===== src/design/mad_defs.vh =====
// Register map, field positions and reset values of the alert detector
`ifndef MAD_DEFS_VH
`define MAD_DEFS_VH

// Word addresses on the register port
`define MAD_OFS_SENSE     8'h02
`define MAD_OFS_ALERT     8'h03
`define MAD_OFS_POWER     8'h27
`define MAD_OFS_RES_HI    8'h28
`define MAD_OFS_RES_LO    8'h29

// Sensing configuration word
`define MAD_HALL_HI       20
`define MAD_HALL_LO       19
`define MAD_HALL_INNER    2'h0
`define MAD_HALL_SUM      2'h2
`define MAD_CHEN_LO       6
`define MAD_CHEN_HI       8
`define MAD_LATCH_BIT     5
`define MAD_SENSE_RST     32'h000001c0

// Alert configuration word
`define MAD_THR_W         6
`define MAD_THR_HI        17
`define MAD_AEN_LO        18
`define MAD_AEN_HI        20
`define MAD_NV_EN_BIT     21
`define MAD_NV_FLAG_BIT   22
`define MAD_MODE_BIT      23
`define MAD_SIGNED_BIT    24
`define MAD_ALERT_RST     32'h00000000

// Power word
`define MAD_PM_HI         1
`define MAD_PM_LO         0
`define MAD_PM_DUTY       2'h2
`define MAD_POWER_RST     32'h00000000

// Result words
`define MAD_RES_ALERT_BIT 6
`define MAD_MSB_W         8
`define MAD_LSB_W         4

// Threshold scaling shifts
`define MAD_USH           5
`define MAD_SSH           6

`endif


===== src/design/mad_src_sel.v =====
// Element source selection: inner elements or summed outer pairs
`timescale 1ns/1ns
`include "mad_defs.vh"
module mad_src_sel #(
	parameter DW = 12
) (
	input  wire [1:0]    hall_mode,
	input  wire [DW-1:0] x_in,
	input  wire [DW-1:0] y_in,
	input  wire [DW-1:0] z_in,
	input  wire [DW-1:0] x_east,
	input  wire [DW-1:0] x_west,
	input  wire [DW-1:0] y_north,
	input  wire [DW-1:0] y_south,
	output wire [DW-1:0] x_out,
	output wire [DW-1:0] y_out,
	output wire [DW-1:0] z_out
);
	wire [DW:0] x_sum;
	wire [DW:0] y_sum;

	assign x_sum = {x_east[DW-1], x_east} + {x_west[DW-1], x_west};
	assign y_sum = {y_north[DW-1], y_north} + {y_south[DW-1], y_south};

	// Saturate the pair sum rather than wrap, so the sign is never flipped
	function [DW-1:0] sat;
		input [DW:0] s;
		begin
			if (s[DW] != s[DW-1])
				sat = s[DW] ? {1'b1, {(DW-1){1'b0}}} : {1'b0, {(DW-1){1'b1}}};
			else
				sat = s[DW-1:0];
		end
	endfunction

	// Reserved codes behave as inner-element operation
	assign x_out = (hall_mode == `MAD_HALL_SUM) ? sat(x_sum) : x_in;
	assign y_out = (hall_mode == `MAD_HALL_SUM) ? sat(y_sum) : y_in;
	assign z_out = z_in;
endmodule


===== src/design/mad_axis_cmp.v =====
// One axis comparator: level or change, signed or unsigned limit
`timescale 1ns/1ns
`include "mad_defs.vh"
module mad_axis_cmp #(
	parameter DW = 12
) (
	input  wire [DW-1:0]        data,
	input  wire [DW-1:0]        ref_data,
	input  wire [`MAD_THR_W-1:0] thr_field,
	input  wire                 signed_en,
	input  wire                 delta_en,
	output wire                 hit
);
	localparam W = DW + 2;

	wire signed [W-1:0] val;
	wire signed [W-1:0] mag;
	wire signed [W-1:0] thr_u;
	wire signed [W-1:0] thr_s;
	wire [`MAD_THR_W:0] fp1_u;
	wire signed [`MAD_THR_W:0] fp1_s;

	// Change mode works on the difference to the stored reference
	assign val = delta_en ? ({{2{data[DW-1]}}, data} -
		{{2{ref_data[DW-1]}}, ref_data}) : {{2{data[DW-1]}}, data};
	assign mag = val[W-1] ? -val : val;

	assign fp1_u = {1'b0, thr_field} + 1'b1;
	assign fp1_s = {thr_field[`MAD_THR_W-1], thr_field} + 1'b1;
	assign thr_u = ({{(W-`MAD_THR_W-1){1'b0}}, fp1_u} << `MAD_USH)
		- 1'b1;
	assign thr_s = ({{(W-`MAD_THR_W-1){fp1_s[`MAD_THR_W]}}, fp1_s}
		<< `MAD_SSH) - {{(W-1){1'b0}}, ~thr_field[`MAD_THR_W-1]};

	// Negative signed limit fires toward the negative side only
	assign hit = signed_en ? (thr_field[`MAD_THR_W-1] ? (val <= thr_s)
		: (val >= thr_s)) : (mag >= thr_u);
endmodule


===== src/design/mad_top.v =====
// Per-axis magnetic alert detector with register port and alert pin
`timescale 1ns/1ns
`include "mad_defs.vh"

module mad_top #(
	parameter DW = 12
) (
	input  wire          mclk,
	input  wire          rst,
	input  wire          reg_wr,
	input  wire          reg_rd,
	input  wire [7:0]    reg_addr,
	input  wire [31:0]   reg_wdata,
	output reg  [31:0]   reg_rdata_r,
	output reg           reg_rvld_r,
	input  wire          smp_vld,
	input  wire [DW-1:0] x_inner,
	input  wire [DW-1:0] y_inner,
	input  wire [DW-1:0] z_inner,
	input  wire [DW-1:0] x_east,
	input  wire [DW-1:0] x_west,
	input  wire [DW-1:0] y_north,
	input  wire [DW-1:0] y_south,
	output reg           alert_n_r,
	output reg           nv_wr_r,
	output reg  [1:0]    duty_cycled_power_mode_r,
	output reg  [2:0]    ch_en_r
);
	////////////////////////////////////////////////////////////////////
	// Configuration and state
	reg  [31:0]     sense_r;
	reg  [31:0]     alert_cfg_r;
	reg  [31:0]     power_r;
	reg  [3*DW-1:0] smp_r;
	reg  [3*DW-1:0] ref_r;
	reg             ref_ok_r;
	reg             cond_r;
	reg             status_r;
	reg             nv_flag_r;

	reg  [31:0]     sense_nxt;
	reg  [31:0]     alert_cfg_nxt;
	reg  [31:0]     power_nxt;
	reg  [3*DW-1:0] ref_nxt;
	reg             ref_ok_nxt;
	reg             cond_nxt;
	reg             status_nxt;
	reg             nv_flag_nxt;
	reg             nv_wr_nxt;
	reg  [31:0]     rdata_nxt;

	wire [DW-1:0]   x_sel;
	wire [DW-1:0]   y_sel;
	wire [DW-1:0]   z_sel;
	wire [3*DW-1:0] cur;
	wire [2:0]      hit;
	wire [2:0]      armed;
	wire            det;
	wire            eval;
	wire            event_p;
	wire            latch_en;
	wire            delta_en;
	wire            signed_en;
	wire            nv_en;
	wire            duty_on;
	wire            duty_entry;
	wire            wr_sense;
	wire            wr_alert;
	wire            wr_power;
	wire            wr_res;
	wire            status_clr;
	wire [1:0]      pm_wr;
	wire [`MAD_MSB_W-1:0] x_msb;
	wire [`MAD_MSB_W-1:0] y_msb;
	wire [`MAD_MSB_W-1:0] z_msb;
	wire [`MAD_LSB_W-1:0] x_lsb;
	wire [`MAD_LSB_W-1:0] y_lsb;
	wire [`MAD_LSB_W-1:0] z_lsb;

	////////////////////////////////////////////////////////////////////
	// Decode
	assign wr_sense   = reg_wr && (reg_addr == `MAD_OFS_SENSE);
	assign wr_alert   = reg_wr && (reg_addr == `MAD_OFS_ALERT);
	assign wr_power   = reg_wr && (reg_addr == `MAD_OFS_POWER);
	assign wr_res     = reg_wr && (reg_addr == `MAD_OFS_RES_HI);
	assign status_clr = wr_res && reg_wdata[`MAD_RES_ALERT_BIT];
	assign pm_wr      = reg_wdata[`MAD_PM_HI:`MAD_PM_LO];

	assign latch_en   = sense_r[`MAD_LATCH_BIT];
	assign delta_en   = alert_cfg_r[`MAD_MODE_BIT];
	assign signed_en  = alert_cfg_r[`MAD_SIGNED_BIT];
	assign nv_en      = alert_cfg_r[`MAD_NV_EN_BIT];
	assign duty_on    = (power_r[`MAD_PM_HI:`MAD_PM_LO] == `MAD_PM_DUTY);
	// Entry is the write that moves the mode word into duty cycling
	assign duty_entry = wr_power && (pm_wr == `MAD_PM_DUTY) && !duty_on;

	////////////////////////////////////////////////////////////////////
	// Source selection and per-axis comparison
	mad_src_sel #(
		.DW(DW)
	) u_sel (
		.hall_mode (sense_r[`MAD_HALL_HI:`MAD_HALL_LO]),
		.x_in      (x_inner),
		.y_in      (y_inner),
		.z_in      (z_inner),
		.x_east    (x_east),
		.x_west    (x_west),
		.y_north   (y_north),
		.y_south   (y_south),
		.x_out     (x_sel),
		.y_out     (y_sel),
		.z_out     (z_sel)
	);

	assign cur = {z_sel, y_sel, x_sel};

	genvar g;
	generate
		for (g = 0; g < 3; g = g + 1) begin : g_axis
			mad_axis_cmp #(
				.DW(DW)
			) u_cmp (
				.data      (cur[g*DW +: DW]),
				.ref_data  (ref_r[g*DW +: DW]),
				.thr_field (alert_cfg_r[g*`MAD_THR_W +: `MAD_THR_W]),
				.signed_en (signed_en),
				.delta_en  (delta_en),
				.hit       (hit[g])
			);
			assign armed[g] = alert_cfg_r[`MAD_AEN_LO + g] &&
				sense_r[`MAD_CHEN_LO + g];
		end
	endgenerate

	assign det = |(hit & armed);

	// Change mode only judges samples taken after a reference exists
	assign eval    = smp_vld && (!delta_en || ref_ok_r);
	assign event_p = eval && det;

	////////////////////////////////////////////////////////////////////
	// Next-state logic: configuration words
	always @* begin
		sense_nxt     = sense_r;
		alert_cfg_nxt = alert_cfg_r;
		power_nxt     = power_r;
		if (wr_sense) begin
			sense_nxt = reg_wdata;
		end
		if (wr_alert) begin
			alert_cfg_nxt = reg_wdata;
		end
		if (wr_power) begin
			power_nxt = reg_wdata;
		end
	end

	////////////////////////////////////////////////////////////////////
	// Next-state logic: change reference
	always @* begin
		ref_nxt    = ref_r;
		ref_ok_nxt = ref_ok_r;
		// Reference is the last result held when duty cycling starts
		if (duty_entry) begin
			ref_nxt    = smp_r;
			ref_ok_nxt = 1'b1;
		end else if (wr_power && (pm_wr != `MAD_PM_DUTY)) begin
			ref_ok_nxt = 1'b0;
		end
	end

	////////////////////////////////////////////////////////////////////
	// Next-state logic: condition, status and log flag
	always @* begin
		cond_nxt    = cond_r;
		status_nxt  = status_r;
		nv_flag_nxt = nv_flag_r;
		nv_wr_nxt   = 1'b0;

		// Config changes act at the next sample, except that clearing the latch bit takes effect at once
		if (eval) begin
			cond_nxt = det;
		end else if (smp_vld && delta_en && !ref_ok_r) begin
			cond_nxt = 1'b0;
		end

		// Latched: a new event wins over a clear in the same cycle
		if (latch_en) begin
			status_nxt = (status_r && !status_clr) || event_p;
		end else begin
			status_nxt = cond_nxt;
		end

		// Log flag follows host writes, but an event wins when nv_en is set
		if (wr_alert) begin
			nv_flag_nxt = reg_wdata[`MAD_NV_FLAG_BIT];
		end
		// Writing only on a fresh set spares the limited write count
		if (event_p && nv_en) begin
			nv_flag_nxt = 1'b1;
			nv_wr_nxt   = !nv_flag_r;
		end
	end

	////////////////////////////////////////////////////////////////////
	// Result fields: high bits and low bits of each axis
	assign x_msb = smp_r[DW-1 -: `MAD_MSB_W];
	assign y_msb = smp_r[2*DW-1 -: `MAD_MSB_W];
	assign z_msb = smp_r[3*DW-1 -: `MAD_MSB_W];
	assign x_lsb = smp_r[0 +: `MAD_LSB_W];
	assign y_lsb = smp_r[DW +: `MAD_LSB_W];
	assign z_lsb = smp_r[2*DW +: `MAD_LSB_W];

	////////////////////////////////////////////////////////////////////
	// Read mux
	always @* begin
		rdata_nxt = 32'h00000000;
		case (reg_addr)
		`MAD_OFS_SENSE: begin
			rdata_nxt = sense_r;
		end
		`MAD_OFS_ALERT: begin
			rdata_nxt = alert_cfg_r;
			rdata_nxt[`MAD_NV_FLAG_BIT] = nv_flag_r;
		end
		`MAD_OFS_POWER: begin
			rdata_nxt = power_r;
		end
		`MAD_OFS_RES_HI: begin
			rdata_nxt[31:24] = x_msb;
			rdata_nxt[23:16] = y_msb;
			rdata_nxt[15:8]  = z_msb;
			rdata_nxt[`MAD_RES_ALERT_BIT] = status_r;
		end
		`MAD_OFS_RES_LO: begin
			rdata_nxt[19:16] = x_lsb;
			rdata_nxt[11:8]  = y_lsb;
			rdata_nxt[3:0]   = z_lsb;
		end
		default: begin
			rdata_nxt = 32'h00000000;
		end
		endcase
	end

	////////////////////////////////////////////////////////////////////
	// Configuration registers
	// Whole words are stored; unused bits read back as written
	always @(posedge mclk or posedge rst) begin
		if (rst) begin
			sense_r     <= `MAD_SENSE_RST;
			alert_cfg_r <= `MAD_ALERT_RST;
			power_r     <= `MAD_POWER_RST;
		end else begin
			sense_r     <= sense_nxt;
			alert_cfg_r <= alert_cfg_nxt;
			power_r     <= power_nxt;
		end
	end

	////////////////////////////////////////////////////////////////////
	// Latest sample and change reference
	always @(posedge mclk or posedge rst) begin
		if (rst) begin
			smp_r    <= {(3*DW){1'b0}};
			ref_r    <= {(3*DW){1'b0}};
			ref_ok_r <= 1'b0;
		end else begin
			if (smp_vld) begin
				smp_r <= cur;
			end
			ref_r    <= ref_nxt;
			ref_ok_r <= ref_ok_nxt;
		end
	end

	////////////////////////////////////////////////////////////////////
	// Alert condition, status, pin and log request
	always @(posedge mclk or posedge rst) begin
		if (rst) begin
			cond_r    <= 1'b0;
			status_r  <= 1'b0;
			nv_flag_r <= 1'b0;
			nv_wr_r   <= 1'b0;
			alert_n_r <= 1'b1;
		end else begin
			cond_r    <= cond_nxt;
			status_r  <= status_nxt;
			nv_flag_r <= nv_flag_nxt;
			nv_wr_r   <= nv_wr_nxt;
			alert_n_r <= !status_nxt;
		end
	end

	////////////////////////////////////////////////////////////////////
	// Read port
	// Data holds until the next read, so a slow host may fetch it late
	always @(posedge mclk or posedge rst) begin
		if (rst) begin
			reg_rdata_r <= 32'h00000000;
			reg_rvld_r  <= 1'b0;
		end else begin
			reg_rvld_r <= reg_rd;
			if (reg_rd) begin
				reg_rdata_r <= rdata_nxt;
			end
		end
	end

	////////////////////////////////////////////////////////////////////
	// Configuration mirrors on pins
	// Taken from the next value so pins agree with a written word at once; both pins reset to 0
	always @(posedge mclk or posedge rst) begin
		if (rst) begin
			duty_cycled_power_mode_r <= 2'h0;
			ch_en_r                  <= 3'h0;
		end else begin
			duty_cycled_power_mode_r <= power_nxt[`MAD_PM_HI:`MAD_PM_LO];
			ch_en_r                  <= sense_nxt[`MAD_CHEN_HI:`MAD_CHEN_LO];
		end
	end
endmodule


===== config.mk =====
export PLATFORM = sky130hd
export DESIGN_NAME = mad_top
export DESIGN_NICKNAME = d
export VERILOG_FILES = /design/src/design/mad_src_sel.v /design/src/design/mad_axis_cmp.v /design/src/design/mad_top.v
export VERILOG_INCLUDE_DIRS = /design/src /design/src/design
export SDC_FILE = /design/constraint.sdc
export NUM_CORES = 1
export LEC_CHECK = 0
export ABC_AREA = 1
export ABC_CLOCK_PERIOD_IN_PS = 16450
export BUFFER_PORTS_ARGS = -buffer_cell sky130_fd_sc_hd__buf_2
export CAP_MARGIN = 40
export CORE_MARGIN = 10
export CORE_UTILIZATION = 55
export DETAILED_ROUTE_END_ITERATION = 10
export MAX_ROUTING_LAYER = met4
export PLACE_DENSITY_LB_ADDON = 0.25
export SLEW_MARGIN = 20
export SYNTH_ARGS = -nofsm -noshare
export SYNTH_HDL_FRONTEND = slang
export SYNTH_SLANG_ARGS = --single-unit

===== constraint.sdc =====
create_clock -name mclk -period 16.45 [get_ports mclk]
set_clock_uncertainty 0.15 [all_clocks]
set_input_delay 1.645 -clock mclk [delete_from_list [all_inputs] [get_ports mclk]]
set_output_delay 1.645 -clock mclk [all_outputs]
set_load 0.005 [all_outputs]

==> impl_metrics.toml <==
[status]
status = "finished, final reports clean"

[cts]
cts-htree-levels = 1
post_cts_resized = 0
insertion_delay_ns = 0.53
clock_tree_from_tritoncts = "built"
clk_pin_slew_worst_paths_ns = 0.06
tritoncts.num_buffers = 22
hold_buffers = 0
clockBufferDepth = 3
cts.sinks = 209
cts_setup_buffers = 0
clock-root-buffer = "clkbuf_16"

[global_routing]
grt_util_all_layers_pct = 26.0
grt_first_pass_wirelength_microns = 74300
antenna_violations_before_repair = 1
first_global_vias = 14250
grt_overflow_total = 0
maximum_number_of_pins_on_one_net_before_global_route_repair = 104

[yosys]
synth-seq-cells = 209
post_synth_instance_area_sq_um = 15600
ys_seq_area_share_pct = 33.5
syn-mean-instance-area_sq_um = 7.31
synthCells = 2136
post_synth_num_cell_types = 61
synth-warning-count = 0
synth_edf_count = 0
post-synth-top-area-cell = "dfrtp_1"
synth-main-ff-cell = "dfrtp_1"
synth.top_cells.by_area = "dfrtp_1 (33%), nand2_1 (15%), ha_1 (11%), o21ai_0 (7.7%), inv_1 (6.7%)"
synth_top_area_share_pct = 32.9
asyncSetResetFlopFracSynth_pct = 100

[critical_path]
kind_of_start_point_of_the_critical_path = "input pin"
criticalPathCategory = "input pin to register"
critPathCaptureType = "register"
cp.required_ns = 16.71
critPathArrivalTime_ns = 7.27
timing.critical_path.slowest_cell_delay_ns = 0.42
master_of_the_slowest_instance_on_the_critical_path = "fa_1"
most_frequent_cp_cell = "nand2_1"
critPathMaxFanout = 7

[sta]
timing.max_slew.rel_slack_pct = 42.5
timing_worst_slew_pin_value_ns = 0.854
timing.final.ws_setup_ns = 9.44
fin_worst_hold_slack_ns = 0.298
finalCritPeriodShare_pct = 42.6
layout_min_cycle_time_ns = 7.01
slew_violations = 0
report.final.hold_viol_count = 0
setup_violations = 0
fin_setup_tns_ns = 0
achievable-frequency_ghz = 0.143
setup_repair_after_global_routing_missed_its_margin = "no"

[route]
drt_first_pass_iters = 6
route.antenna.remaining_nets = 0
dr_total_vias = 14607
drcViolationCount = 0
vias_per_cell = 5.46
initialDrtViolationCount = 1139
detail_route.wl_per_cell_microns = 17.2
drt-total-wl_microns = 46000

[placed_design]
port_buffers = 168
placed_cells_incl_taps = 2632
gpl.final_weighted_congestion = 0.923
dp_slack_ns = 8.90
dpl_cell_area_sq_um = 16900
hpwl_microns = 35500

[floorplan]
floorplan.rows = 61
design.core.area_sq_um = 27900
floorplan.die.height_microns = 188
die_area_sq_um = 35500
fp.dieW_microns = 188
floorplan.io_pins = 169
floorplan.initialDensity_pct = 56.0

[finish]
finish.instance_area_sq_um = 17600
layout-drive-gt1-share_pct = 14.3
total_number_of_nets_in_the_final_design = 2556
final_core_utilization_pct = 63.1
area_delta_synth_final_pct = 12.6
final-instance-count-excl-fill = 2674

[job]
maxCapViolCount = 0

[min_path]
min-delay-path-class = "register to register"

[power_and_ir_drop]
fin_total_pwr_mw = 1.35
worst_ir_drop_vdd_v = 0.0000912
power.leakage_nw = 9.07
power-per-cell-area_nw_per_um2 = 76.8
synth_stat cells, types with 8 or more instances:
| library cell | n |
|---|---|
| o22ai_1 | 8 |
| inv_2 | 12 |
| a221oi_1 | 12 |
| nand4_1 | 22 |
| o21ai_0 | 239 |
| o2111ai_1 | 14 |
| a21oi_1 | 97 |
| a31oi_1 | 14 |
| nor2_1 | 109 |
| nand3_1 | 50 |
| o21ai_1 | 8 |
| nand3_2 | 9 |
| nand2_4 | 11 |
| nor3_1 | 20 |
| clkbuf_1 | 53 |
| xnor2_1 | 21 |
| xor2_1 | 66 |
| nand2_1 | 610 |
| o21ai_2 | 10 |
| dfrtp_1 | 205 |
| nand2_2 | 28 |
| ha_1 | 141 |
| inv_1 | 277 |
metal layers:
layer / track usage (%) / wire length [microns]
met4: 6.65 / 1110
met5: - / 0
met3: 4.80 / 3650
met1: 35.2 / 21300
met2: 39.5 / 20000
registers in the layout, summed over array words and instances (netlist names):
register and cells:
status_r 1, ref_r 36, power_r 32, alert_n_r 1
reg_rvld_r 1, smp_r 36, nv_flag_r 1, reg_rdata_r 32
ch_en_r 3, nv_wr_r 1, ref_ok_r 1, cond_r 1
sense_r 32, alert_cfg_r 31
layout make-up:
cell class                 count  area, sq um
fill                        2545        10300
tap                          378          473
antenna                        1         2.50
clock inverter                 6         75.1
multi-input combinational   1568         8990
inverter                     293         1110
sequential                   209         5240
timing repair buffer         187         1070
clock buffer                  32          628
cell usage in the layout, fill, tap and decap left out, types with 31 or more instances in the layout:
master	n
o21ai_0	239
nor2_1	109
dfrtp_1	205
ha_1	141
nand2_2	31
xor2_1	66
nand3_1	49
a21oi_1	97
inv_1	276
nand2_1	607
buf_2	170
power by group:
| part | total, mW | leakage (nW) | internal [mW] | switching, mW |
|---|---|---|---|---|
| registers | 0.553 | 2.80 | 0.537 | 0.0162 |
| logic | 0.305 | 5.93 | 0.110 | 0.195 |
| clock network | 0.492 | 0.342 | 0.282 | 0.211 |
final timing paths:
check,from,endpoint,slack (ns),cells past startpoint
min in group asynchronous,rst,sense_r[16],0.92,2
setup reg to reg,sense_r[19],nv_wr_r,10.70,37
setup / recovery,y_north[0],nv_flag_r,9.44,41
hold reg to reg,nv_flag_r,nv_wr_r,0.30,1
hold / removal,nv_flag_r,nv_wr_r,0.30,1
max in group asynchronous,rst,reg_rdata_r[30],13.74,5
logic make-up (layout without fill, tap and decap cells):
group,after synthesis,count (layout),synth area share [%]
compound gates,443,443,16.2
flops,209,209,33.5
fa+ha+maj,146,146,11.9
buf+inv,361,518,8.99
xor+xnor,88,88,4.99
simple gates,888,888,24.3
other cells,1,4,0.0240
worst max-delay path: cells and delay by family:
| family | cells | cell delay [ns] |
|---|---|---|
| AO/OA/AOI/OAI | 9 | 1.48 |
| buffers and inverters | 5 | 0.45 |
| adder cells (fa/ha/maj) | 5 | 1.54 |
| XOR/XNOR | 1 | 0.15 |
| AND/OR/NAND/NOR | 21 | 2.02 |
Power figures use the tool's default switching activity.
